==> config.mk <==
export PLATFORM = sky130hd
export DESIGN_NAME = spi_eeprom_status_protect_write
export DESIGN_NICKNAME = d
export VERILOG_FILES = /design/src/eeprom_pkg.sv /design/src/sync2.sv /design/src/page_buffer.sv /design/src/spi_eeprom_status_protect_write.sv
export SDC_FILE = /design/constraint.sdc
export NUM_CORES = 1
export LEC_CHECK = 0
export BUFFER_PORTS_ARGS = -buffer_cell sky130_fd_sc_hd__buf_2
export CAP_MARGIN = 30
export CORE_ASPECT_RATIO = 0.9
export CORE_MARGIN = 2
export CORE_UTILIZATION = 43
export CTS_BUF_LIST = sky130_fd_sc_hd__clkbuf_8
export CTS_CLUSTER_SIZE = 24
export DETAILED_ROUTE_END_ITERATION = 12
export MAX_ROUTING_LAYER = met4
export PLACE_DENSITY_LB_ADDON = 0.08
export SETUP_SLACK_MARGIN = 0.1
export SYNTH_ARGS = -nofsm -noshare
export SYNTH_HDL_FRONTEND = slang
export SYNTH_SLANG_ARGS = --single-unit
==> constraint.sdc <==
create_clock -name mclk_i -period 7.15 [get_ports mclk_i]
set_input_delay 1.43 -clock mclk_i [delete_from_list [all_inputs] [get_ports mclk_i]]
set_output_delay 1.43 -clock mclk_i [all_outputs]
set_load 0.01 [all_outputs]
==> src/eeprom_pkg.sv <==
// Package of opcodes, status layout, address map and timing for the serial EEPROM command logic
package eeprom_pkg;
    // =====================================================
    // Opcodes
    localparam logic [7:0] OP_STATUS_STORE = 8'h01;
    localparam logic [7:0] OP_PAGE_WRITE   = 8'h02;
    localparam logic [7:0] OP_LATCH_CLEAR  = 8'h04;
    localparam logic [7:0] OP_STATUS_FETCH = 8'h05;
    localparam logic [7:0] OP_LATCH_SET    = 8'h06;
    // =====================================================
    // Status register field positions
    localparam int ST_BUSY_BIT  = 0;
    localparam int ST_LATCH_BIT = 1;
    localparam int ST_GLO_BIT   = 2;
    localparam int ST_GHI_BIT   = 3;
    localparam int ST_LOCK_BIT  = 7;
    localparam logic [7:0] ST_NV_MASK = 8'h8c;
    localparam logic [7:0] ST_NV_RESET = 8'h00;
    // =====================================================
    // Address map and page
    localparam int ADDR_W    = 13;
    localparam int PAGE_SIZE = 32;
    localparam int PAGE_W    = 5;
    localparam logic [12:0] PROT_LVL1_BASE = 13'h1800;
    localparam logic [12:0] PROT_LVL2_BASE = 13'h1000;
    localparam logic [12:0] PROT_LVL3_BASE = 13'h0000;
    // =====================================================
    // Timing
    localparam int CLK_PERIOD_PS   = 4000;
    localparam int WRITE_CYCLE_US  = 5000;
    localparam int WRITE_CYCLE_CYC = WRITE_CYCLE_US * 1000 / (CLK_PERIOD_PS / 1000);
endpackage

==> src/sync2.sv <==
// Two flip-flop synchroniser for pin inputs
`timescale 1ns/10ps
module sync2 #(
    parameter int W = 1
) (
    input  wire logic         mclk_i,
    input  wire logic         resetn_i,
    input  wire logic [W-1:0] async_i,
    input  wire logic [W-1:0] rst_val_i,
    output logic      [W-1:0] sync_o
);
    logic [W-1:0] meta_ff;
    logic [W-1:0] sync_ff;
    // =====================================================
    // Reset takes constants only; rst_val_i is tied to literals by the parent
    always_ff @(posedge mclk_i)
    begin
        if (!resetn_i)
        begin
            meta_ff <= '1;
            sync_ff <= '1;
        end
        else
        begin
            meta_ff <= async_i;
            sync_ff <= meta_ff;
        end
    end
    assign sync_o = sync_ff;
endmodule

==> src/page_buffer.sv <==
// Page buffer of write data, indexed by page offset
`timescale 1ns/10ps
module page_buffer #(
    parameter int DEPTH = 32,
    parameter int AW    = 5
) (
    input  wire logic          mclk_i,
    input  wire logic          wr_i,
    input  wire logic [AW-1:0] wr_idx_i,
    input  wire logic [7:0]    wr_data_i,
    input  wire logic [AW-1:0] rd_idx_i,
    output logic      [7:0]    rd_data_o
);
    logic [7:0] mem_ff [DEPTH];
    logic [7:0] rd_ff;
    // =====================================================
    // Storage needs no reset; the byte count in the parent says which entries hold data
    always_ff @(posedge mclk_i)
    begin
        if (wr_i)
            mem_ff[wr_idx_i] <= wr_data_i;
        rd_ff <= mem_ff[rd_idx_i];
    end
    assign rd_data_o = rd_ff;
endmodule

==> src/spi_eeprom_status_protect_write.sv <==
// Command logic of the serial EEPROM: status, write latch, protection, page write, pause
`timescale 1ns/10ps
module spi_eeprom_status_protect_write #(
    parameter int WRITE_CYCLES = eeprom_pkg::WRITE_CYCLE_CYC
) (
    input  wire logic        mclk_i,
    input  wire logic        resetn_i,
    input  wire logic        cs_n_i,
    input  wire logic        sck_i,
    input  wire logic        si_i,
    input  wire logic        guard_n_i,
    input  wire logic        pause_n_i,
    output logic             so_o,
    output logic             so_oe_n_o,
    output logic             mem_we_o,
    output logic [12:0]      mem_addr_o,
    output logic [7:0]       mem_data_o
);
    typedef enum logic [4:0] {
        ST_OPC  = 5'b00001,
        ST_ADDR = 5'b00010,
        ST_DATA = 5'b00100,
        ST_FTCH = 5'b01000,
        ST_DEAD = 5'b10000
    } phase_e;

    typedef enum logic [2:0] {
        WR_IDLE = 3'b001,
        WR_PROG = 3'b010,
        WR_WAIT = 3'b100
    } wr_e;

    // =====================================================
    // Protection decode
    function automatic logic is_guarded(input logic [1:0] lvl, input logic [12:0] a);
        unique case (lvl)
            2'b00: is_guarded = 1'b0;
            2'b01: is_guarded = a >= eeprom_pkg::PROT_LVL1_BASE;
            2'b10: is_guarded = a >= eeprom_pkg::PROT_LVL2_BASE;
            2'b11: is_guarded = a >= eeprom_pkg::PROT_LVL3_BASE;
        endcase
    endfunction

    // =====================================================
    // Pin synchronisers
    logic [3:0] pins_s;
    sync2 #(.W(4)) u_sync (
        .mclk_i    (mclk_i),
        .resetn_i  (resetn_i),
        .async_i   ({cs_n_i, sck_i, guard_n_i, pause_n_i}),
        .rst_val_i (4'hf),
        .sync_o    (pins_s)
    );
    logic si_m_ff;
    logic si_s_ff;
    logic cs_n_s;
    logic sck_s;
    logic guard_n_s;
    logic pause_n_s;
    assign cs_n_s    = pins_s[3];
    assign sck_s     = pins_s[2];
    assign guard_n_s = pins_s[1];
    assign pause_n_s = pins_s[0];

    logic sck_d_ff;
    logic cs_d_ff;
    logic paused_ff;
    always_ff @(posedge mclk_i)
    begin
        if (!resetn_i)
        begin
            si_m_ff  <= 1'b0;
            si_s_ff  <= 1'b0;
            sck_d_ff <= 1'b0;
            cs_d_ff  <= 1'b1;
        end
        else
        begin
            si_m_ff  <= si_i;
            si_s_ff  <= si_m_ff;
            sck_d_ff <= sck_s;
            cs_d_ff  <= cs_n_s;
        end
    end

    logic cs_rise;
    logic sck_rise;
    logic sck_fall;
    assign cs_rise  = cs_n_s && !cs_d_ff;
    // Edges are masked while paused so SCK is ignored
    assign sck_rise = !cs_n_s && !paused_ff && sck_s && !sck_d_ff;
    assign sck_fall = !cs_n_s && !paused_ff && !sck_s && sck_d_ff;

    // =====================================================
    // Serial command state
    phase_e      phase_ff, nxt_phase;
    logic [7:0]  opc_ff, nxt_opc;
    logic [7:0]  sh_ff, nxt_sh;
    logic [2:0]  bit_ff, nxt_bit;
    logic [15:0] addr_ff, nxt_addr;
    logic [1:0]  abyte_ff, nxt_abyte;
    logic [5:0]  cnt_ff, nxt_cnt;
    logic [7:0]  sdata_ff, nxt_sdata;
    logic        sgot_ff, nxt_sgot;
    logic        slong_ff, nxt_slong;
    logic [2:0]  obit_ff, nxt_obit;
    logic        so_ff, nxt_so;
    logic        nxt_paused;
    logic        buf_we;
    logic [4:0]  buf_idx;
    logic        byte_done;

    // Status and write engine state
    logic [7:0]  nv_ff, nxt_nv;
    logic        latch_ff, nxt_latch;
    wr_e         wr_ff, nxt_wr;
    logic [31:0] tmr_ff, nxt_tmr;
    logic [4:0]  pidx_ff, nxt_pidx;
    logic [5:0]  wcnt_ff, nxt_wcnt;
    logic [12:0] wbase_ff, nxt_wbase;
    logic [4:0]  wstart_ff, nxt_wstart;
    logic        is_store_ff, nxt_is_store;
    logic [7:0]  status;
    logic        busy;
    logic [7:0]  rd_data;

    assign busy   = (wr_ff != WR_IDLE);
    // Reserved bits 4..6 are forced to zero
    assign status = {nv_ff[7], 3'b000, nv_ff[3:2], latch_ff, busy};

    assign byte_done = sck_rise && (bit_ff == 3'd7);
    assign buf_we    = byte_done && (phase_ff == ST_DATA) && !busy;
    assign buf_idx   = addr_ff[4:0];

    always_comb
    begin
        nxt_phase  = phase_ff;
        nxt_opc    = opc_ff;
        nxt_sh     = sh_ff;
        nxt_bit    = bit_ff;
        nxt_addr   = addr_ff;
        nxt_abyte  = abyte_ff;
        nxt_cnt    = cnt_ff;
        nxt_sdata  = sdata_ff;
        nxt_sgot   = sgot_ff;
        nxt_slong  = slong_ff;
        nxt_obit   = obit_ff;
        nxt_so     = so_ff;
        nxt_paused = paused_ff;
        // Pause entered only while SCK low and selected; left as soon as pause_n_s is high
        if (cs_n_s)
            nxt_paused = 1'b0;
        else if (!sck_s && !pause_n_s)
            nxt_paused = 1'b1;
        else if (pause_n_s)
            nxt_paused = 1'b0;
        if (cs_n_s)
        begin
            nxt_phase = ST_OPC;
            nxt_bit   = 3'd0;
            nxt_abyte = 2'd0;
            nxt_cnt   = 6'd0;
            nxt_sgot  = 1'b0;
            nxt_slong = 1'b0;
            nxt_obit  = 3'd7;
        end
        else if (sck_rise)
        begin
            nxt_sh  = {sh_ff[6:0], si_s_ff};
            nxt_bit = bit_ff + 3'd1;
            if (byte_done)
            begin
                unique case (phase_ff)
                    ST_OPC:
                    begin
                        nxt_opc = {sh_ff[6:0], si_s_ff};
                        unique case ({sh_ff[6:0], si_s_ff})
                            eeprom_pkg::OP_STATUS_FETCH: nxt_phase = ST_FTCH;
                            eeprom_pkg::OP_PAGE_WRITE:   nxt_phase = ST_ADDR;
                            eeprom_pkg::OP_STATUS_STORE: nxt_phase = ST_DATA;
                            default:                     nxt_phase = ST_DEAD;
                        endcase
                    end
                    ST_ADDR:
                    begin
                        nxt_addr  = {addr_ff[7:0], sh_ff[6:0], si_s_ff};
                        nxt_abyte = abyte_ff + 2'd1;
                        if (abyte_ff == 2'd1)
                            nxt_phase = ST_DATA;
                    end
                    ST_DATA:
                    begin
                        if (opc_ff == eeprom_pkg::OP_STATUS_STORE)
                        begin
                            nxt_sdata = {sh_ff[6:0], si_s_ff};
                            nxt_slong = sgot_ff;
                            nxt_sgot  = 1'b1;
                        end
                        else
                        begin
                            nxt_addr = {addr_ff[15:5], addr_ff[4:0] + 5'd1};
                            if (cnt_ff != 6'd63)
                                nxt_cnt = cnt_ff + 6'd1;
                        end
                    end
                    default:
                    begin
                        nxt_phase = phase_ff;
                    end
                endcase
            end
        end
        else if (sck_fall && (phase_ff == ST_FTCH))
        begin
            nxt_so   = status[obit_ff];
            nxt_obit = obit_ff - 3'd1;
        end
    end

    always_ff @(posedge mclk_i)
    begin
        if (!resetn_i)
        begin
            phase_ff  <= ST_OPC;
            opc_ff    <= 8'h00;
            sh_ff     <= 8'h00;
            bit_ff    <= 3'd0;
            addr_ff   <= 16'h0000;
            abyte_ff  <= 2'd0;
            cnt_ff    <= 6'd0;
            sdata_ff  <= 8'h00;
            sgot_ff   <= 1'b0;
            slong_ff  <= 1'b0;
            obit_ff   <= 3'd7;
            so_ff     <= 1'b0;
            paused_ff <= 1'b0;
        end
        else
        begin
            phase_ff  <= nxt_phase;
            opc_ff    <= nxt_opc;
            sh_ff     <= nxt_sh;
            bit_ff    <= nxt_bit;
            addr_ff   <= nxt_addr;
            abyte_ff  <= nxt_abyte;
            cnt_ff    <= nxt_cnt;
            sdata_ff  <= nxt_sdata;
            sgot_ff   <= nxt_sgot;
            slong_ff  <= nxt_slong;
            obit_ff   <= nxt_obit;
            so_ff     <= nxt_so;
            paused_ff <= nxt_paused;
        end
    end

    page_buffer #(.DEPTH(eeprom_pkg::PAGE_SIZE), .AW(eeprom_pkg::PAGE_W)) u_page (
        .mclk_i    (mclk_i),
        .wr_i      (buf_we),
        .wr_idx_i  (buf_idx),
        .wr_data_i ({sh_ff[6:0], si_s_ff}),
        .rd_idx_i  (nxt_pidx),
        .rd_data_o (rd_data)
    );

    // =====================================================
    // Command completion at chip select rise and write engine
    logic whole;
    logic single;
    logic store_ok;
    logic page_ok;
    assign whole  = (bit_ff == 3'd0);
    assign single = (phase_ff == ST_DEAD) && whole && (opc_ff == eeprom_pkg::OP_LATCH_SET
                    || opc_ff == eeprom_pkg::OP_LATCH_CLEAR) && !sgot_ff;
    assign store_ok = cs_rise && whole && (opc_ff == eeprom_pkg::OP_STATUS_STORE) && (phase_ff == ST_DATA)
                      && sgot_ff && !slong_ff && latch_ff && !busy
                      && !(nv_ff[eeprom_pkg::ST_LOCK_BIT] && !guard_n_s);
    // Fully protected page write leaves latch as it was
    assign page_ok = cs_rise && whole && (opc_ff == eeprom_pkg::OP_PAGE_WRITE) && (phase_ff == ST_DATA)
                     && (cnt_ff != 6'd0) && latch_ff && !busy
                     && !is_guarded(nv_ff[3:2], addr_ff[12:0]);

    always_comb
    begin
        nxt_nv       = nv_ff;
        nxt_latch    = latch_ff;
        nxt_wr       = wr_ff;
        nxt_tmr      = tmr_ff;
        nxt_pidx     = pidx_ff;
        nxt_wcnt     = wcnt_ff;
        nxt_wbase    = wbase_ff;
        nxt_wstart   = wstart_ff;
        nxt_is_store = is_store_ff;
        // The opcode is latched in the same tick the phase moves; latch opcodes end in DEAD, so decode on DEAD
        if (cs_rise && single && !busy)
            nxt_latch = (opc_ff == eeprom_pkg::OP_LATCH_SET);
        unique case (wr_ff)
            WR_IDLE:
            begin
                if (store_ok)
                begin
                    nxt_nv       = (sdata_ff & eeprom_pkg::ST_NV_MASK);
                    nxt_is_store = 1'b1;
                    nxt_tmr      = 32'd0;
                    nxt_wr       = WR_WAIT;
                end
                else if (page_ok)
                begin
                    nxt_is_store = 1'b0;
                    nxt_wbase    = addr_ff[12:0];
                    // Last 32 bytes: start index is where the next byte would go
                    nxt_wcnt     = (cnt_ff > 6'd32) ? 6'd32 : cnt_ff;
                    nxt_wstart   = (cnt_ff >= 6'd32) ? addr_ff[4:0] : addr_ff[4:0] - cnt_ff[4:0];
                    nxt_pidx     = (cnt_ff >= 6'd32) ? addr_ff[4:0] : addr_ff[4:0] - cnt_ff[4:0];
                    nxt_tmr      = 32'd0;
                    nxt_wr       = WR_PROG;
                end
            end
            WR_PROG:
            begin
                nxt_pidx = pidx_ff + 5'd1;
                nxt_wcnt = wcnt_ff - 6'd1;
                if (wcnt_ff == 6'd1)
                    nxt_wr = WR_WAIT;
            end
            WR_WAIT:
            begin
                nxt_tmr = tmr_ff + 32'd1;
                if (tmr_ff >= WRITE_CYCLES - 1)
                begin
                    nxt_wr    = WR_IDLE;
                    nxt_latch = 1'b0;
                end
            end
            default:
            begin
                nxt_wr = WR_IDLE;
            end
        endcase
    end

    always_ff @(posedge mclk_i)
    begin
        if (!resetn_i)
        begin
            nv_ff       <= eeprom_pkg::ST_NV_RESET;
            latch_ff    <= 1'b0;
            wr_ff       <= WR_IDLE;
            tmr_ff      <= 32'd0;
            pidx_ff     <= 5'd0;
            wcnt_ff     <= 6'd0;
            wbase_ff    <= 13'h0000;
            wstart_ff   <= 5'd0;
            is_store_ff <= 1'b0;
            mem_we_o    <= 1'b0;
            mem_addr_o  <= 13'h0000;
            mem_data_o  <= 8'h00;
        end
        else
        begin
            nv_ff       <= nxt_nv;
            latch_ff    <= nxt_latch;
            wr_ff       <= nxt_wr;
            tmr_ff      <= nxt_tmr;
            pidx_ff     <= nxt_pidx;
            wcnt_ff     <= nxt_wcnt;
            wbase_ff    <= nxt_wbase;
            wstart_ff   <= nxt_wstart;
            is_store_ff <= nxt_is_store;
            // Buffer is read one index ahead, so data lines up with its address
            mem_addr_o  <= {wbase_ff[12:5], pidx_ff};
            mem_data_o  <= rd_data;
            mem_we_o    <= (wr_ff == WR_PROG) && !is_guarded(nv_ff[3:2], {wbase_ff[12:5], pidx_ff});
        end
    end

    assign so_o      = so_ff;
    assign so_oe_n_o = cs_n_s || paused_ff || (phase_ff != ST_FTCH);
endmodule

==> results.tsv <==
stage	metric	value	unit
sta	setup ws final	2.78	ns
sta	Final Max Slew Viols	0	
yosys	Syn. warnings	0	
drt	final wirelength	42.8	mm
sta	fin crit share	0.611	
drt	antenna-violating nets left	0	
yosys	Top FF cell, synth	edfxtp_1	
setup_path	worst-case reg-to-reg path depth	9	
yosys	Cells after Synth	1529	
finish	Area Overhead vs Synth	10.9	%
sta	Max Clock Skew	0.0255	ns
place	dpl cell area	0.0175	mm^2
yosys	Avg Synthesized Cell Area	11.0	um^2
global_routing	GR Util All Layers	0.220	
setup_path	Critical Path Source Type	register	
floorplanning	die area	0.0409	mm^2
cts	clock buffer depth	3	
power	Tot Pwr	4.39	mW
sta	endpoints failing hold	0	
setup_path	worst r2r src	wr_ff[0]$_SDFFE_PN1P_	
floorplanning	FP Rows	68	
setup_path	worst-path maximum fanout	88	
yosys	xor/xnor share of the synthesized area	0.00519	
cts	Post CTS Setup Buffer Count	0	
status	outcome	completed	
job	Max-Cap Viols	0	
setup_path	Slowest-stage cell, CP	or4_1	
cts	CTS Hold Bufs	0	
setup_path	CP Capture Type	register	
yosys	top cell type's share of synthesized area	0.455	
cts	clk root buf	clkbuf_8	
global_routing	vias in the first global route	11394	
setup_path	Crit Path Class	register to register	
floorplanning	Die W	213	um
sta	unrepaired setup endpoints after global routing	no	
yosys	post-synthesis sequential area ratio	0.638	
cts	total CTS buffers	69	
yosys	Synth Net Count	1557	
power	total power per unit cell area	235	mW/mm^2
yosys	Synth Area in Simple Gates	0.174	
power	leakage power	6.37	nW
worst_hold_path	worst hold path startpoint	u_sync.sync_o[0]$_SDFF_PN1_	
sta	normalized max-slew margin	0.335	
sta	Final setup viols	0	
setup_path	cell family with most CP delay	simple AND/OR/NAND/NOR gates	
worst_hold_path	Hold Crit Class	register to register	
power	Max IR drop VDD	0.000110	V
setup_path	CP required	7.65	ns
place	placer congestion estimate	0.825	
setup_path	Bufs and invs on worst path	1	
yosys	post-synthesis compound-gate area fraction	0.124	
drt	Starting DRT DRC Count	969	
finish	design area	0.0187	mm^2
yosys	number of synthesized flops with an enable pin	256	
setup_path	CP arrival	4.86	ns
floorplanning	Starting Density	0.438	
sta	Period minus WS final	4.37	ns
cts	clock slew at reported path FFs	0.06	ns
yosys	largest family of logic cells by synthesized area	simple AND/OR/NAND/NOR gates	
setup_path	flop2flop setup slack	2.78	ns
cts	Skew-Pair Late Insertion Delay	0.59	ns
worst_hold_path	WHS Endpoint	paused_ff$_SDFFE_PP0P_	
floorplanning	# IOs	31	
finish	nets	1595	
worst_hold_path	hold depth	1	
drt	average vias per placed instance	5.50	
yosys	Synth Cell Area	0.0169	mm^2
finish	antenna cells	0	
floorplanning	Die Ht	192	um
finish	commonest cells after routing, fill and taps aside	nand2_1, edfxtp_1, dfxtp_1	
global_routing	initial antenna violation count	0	
sta	Setup TNS	0	ns
finish	layout cell share with drive strength beyond 1	0.100	
global_routing	first-pass GRT wire length	66.5	mm
global_routing	largest net degree at the start of global routing	89	
yosys	Async S/R FF share, synth	0	
setup_path	Worst R2R End	u_page.rd_data_o[1]$_DFF_P_	
setup_path	cells along the critical path	or3b_1, or3_1, or4_1, o221ai_4, buf_4, a21oi_1, a32oi_1, o22ai_1, nor4_2	
place	post-place setup slack	2.79	ns
sta	Slew @ Worst Pin	0.998	ns
drt	routed length per instance	20.0	um
yosys	synth top area cells	edfxtp_1, dfxtp_1, nand2_1, a21oi_1, a32oi_1	
place	port bufs	30	
cts	post_cts resized	0	
cts	CTS tree	built	
global_routing	global route overflow	0	
yosys	distinct cell type count after synthesis	70	
drt	first-pass detailed-route iteration total	5	
finish	commonest non-fill, non-tap cell in the layout	nand2_1	
drt	via count	11785	
place	post-DP HPWL	26.4	mm
sta	Max Fclk	229	MHz
setup_path	Crit path largest cell delay	0.80	ns
yosys	leading area contributor after synthesis	edfxtp_1	
cts	maximum level of the CTS H-tree	3	
yosys	mux share of post-synthesis cell area	0.0144	
floorplanning	CORE AREA	0.0385	mm^2
cts	Sink Count	410	
yosys	#FFs+latches synth	410	
yosys	adder-cell share of the synthesized area	0.0160	
drt	Residual DRC	0	
[logic make-up after synthesis]
logic type      after synthesis
fa+ha+maj                    21
xor+xnor                     10
compound gates              324
mux                          23
simple gates                627
flops                       410
buf+inv                     114
[layer usage]
layer,vias up,part of all wire,global-route usage
met5,-,0,-
met4,0,0.021,0.0629
met3,70,0.036,0.0319
met2,251,0.47,0.348
met1,5813,0.47,0.296
li1,5651,-,-
[worst register-to-register path, delay by kind of cell, from the launching register on]
family | cells | cell delay [ns]
compound gates | 4 | 1.01
simple gates | 4 | 2.02
flops | 1 | 0.48
buf+inv | 1 | 0.77
[area by class of cell]
class,count,area [um^2]
multi-input combinational,1005,5670
sequential,410,10800
timing repair buffer,51,313
fill,3561,19800
inverter,30,113
clock buffer,74,1020
tap,525,657
clock inverter,46,184
[Yosys cell counts (all sizes together) (2+ instances only)]
library cell,number
nand4b,3
o21a,9
or3,13
a32o,8
or3b,4
nor2,124
o211ai,8
and3,10
a21oi,145
a21o,3
or4,9
o2bb2ai,8
o22ai,27
o21ai,28
nand2,295
nand3,41
nor2b,8
nand4,5
nand2b,19
nor3,22
dfxtp,154
mux2i,21
o31a,3
nor4,21
buf,25
inv,29
a211oi,4
and3b,2
xnor2,9
a311oi,3
ha,20
o221ai,2
edfxtp,256
o31ai,3
clkbuf,59
or2,8
nor3b,2
and2,28
a31oi,9
a32oi,56
nand3b,8
nor4b,3
[state kept, by name (all words and copies together) (netlist names), 2 cells and up]
signal / count
addr_ff: 13
mem_addr_o: 13
pidx_ff: 5
mem_data_o: 8
sh_ff: 7
u_sync.meta_ff: 4
wbase_ff: 8
obit_ff: 3
u_page.mem_ff: 256
cnt_ff: 6
sdata_ff: 3
wr_ff: 3
u_page.rd_data_o: 8
abyte_ff: 2
wcnt_ff: 6
opc_ff: 8
nv_ff: 3
tmr_ff: 32
bit_ff: 3
u_sync.sync_o: 4
phase_ff: 5
[how the worst max path moves through the flow]
stage / from / end / slack, ns / cells after the start
detailed placement: wr_ff[0]$_SDFFE_PN1P_ / u_page.rd_data_o[2]$_DFF_P_ / 2.79 / 9
global route: wr_ff[0]$_SDFFE_PN1P_ / u_page.rd_data_o[2]$_DFF_P_ / 2.52 / 9
CTS: wr_ff[0]$_SDFFE_PN1P_ / u_page.rd_data_o[2]$_DFF_P_ / 2.76 / 9
finish: wr_ff[0]$_SDFFE_PN1P_ / u_page.rd_data_o[1]$_DFF_P_ / 2.78 / 9
global placement: wr_ff[2]$_SDFFE_PN0P_ / u_page.rd_data_o[7]$_DFF_P_ / 2.85 / 9
floorplan: addr_ff[0]$_SDFFE_PN0P_ / u_page.rd_data_o[0]$_DFF_P_ / 4.02 / 14
[metrics by stage]
step	hold WS (ns)	utilization	std cells
global placement	0.392	0.453	2016
CTS	0.411	0.486	2141
global route	0.425	0.486	2141
detailed placement	0.396	0.455	2021
floorplan	0.376	-	1529
finish	0.402	0.486	2141
[where the power goes]
| group | total, mW | internal, mW | switching, mW |
|---|---|---|---|
| combinational | 0.0282 | 0.00687 | 0.0214 |
| sequential | 2.49 | 2.49 | 0.00151 |
| clock | 1.87 | 0.949 | 0.921 |
| total | 4.39 | 3.45 | 0.944 |
Note: power is estimated with default switching activity, not from simulation.
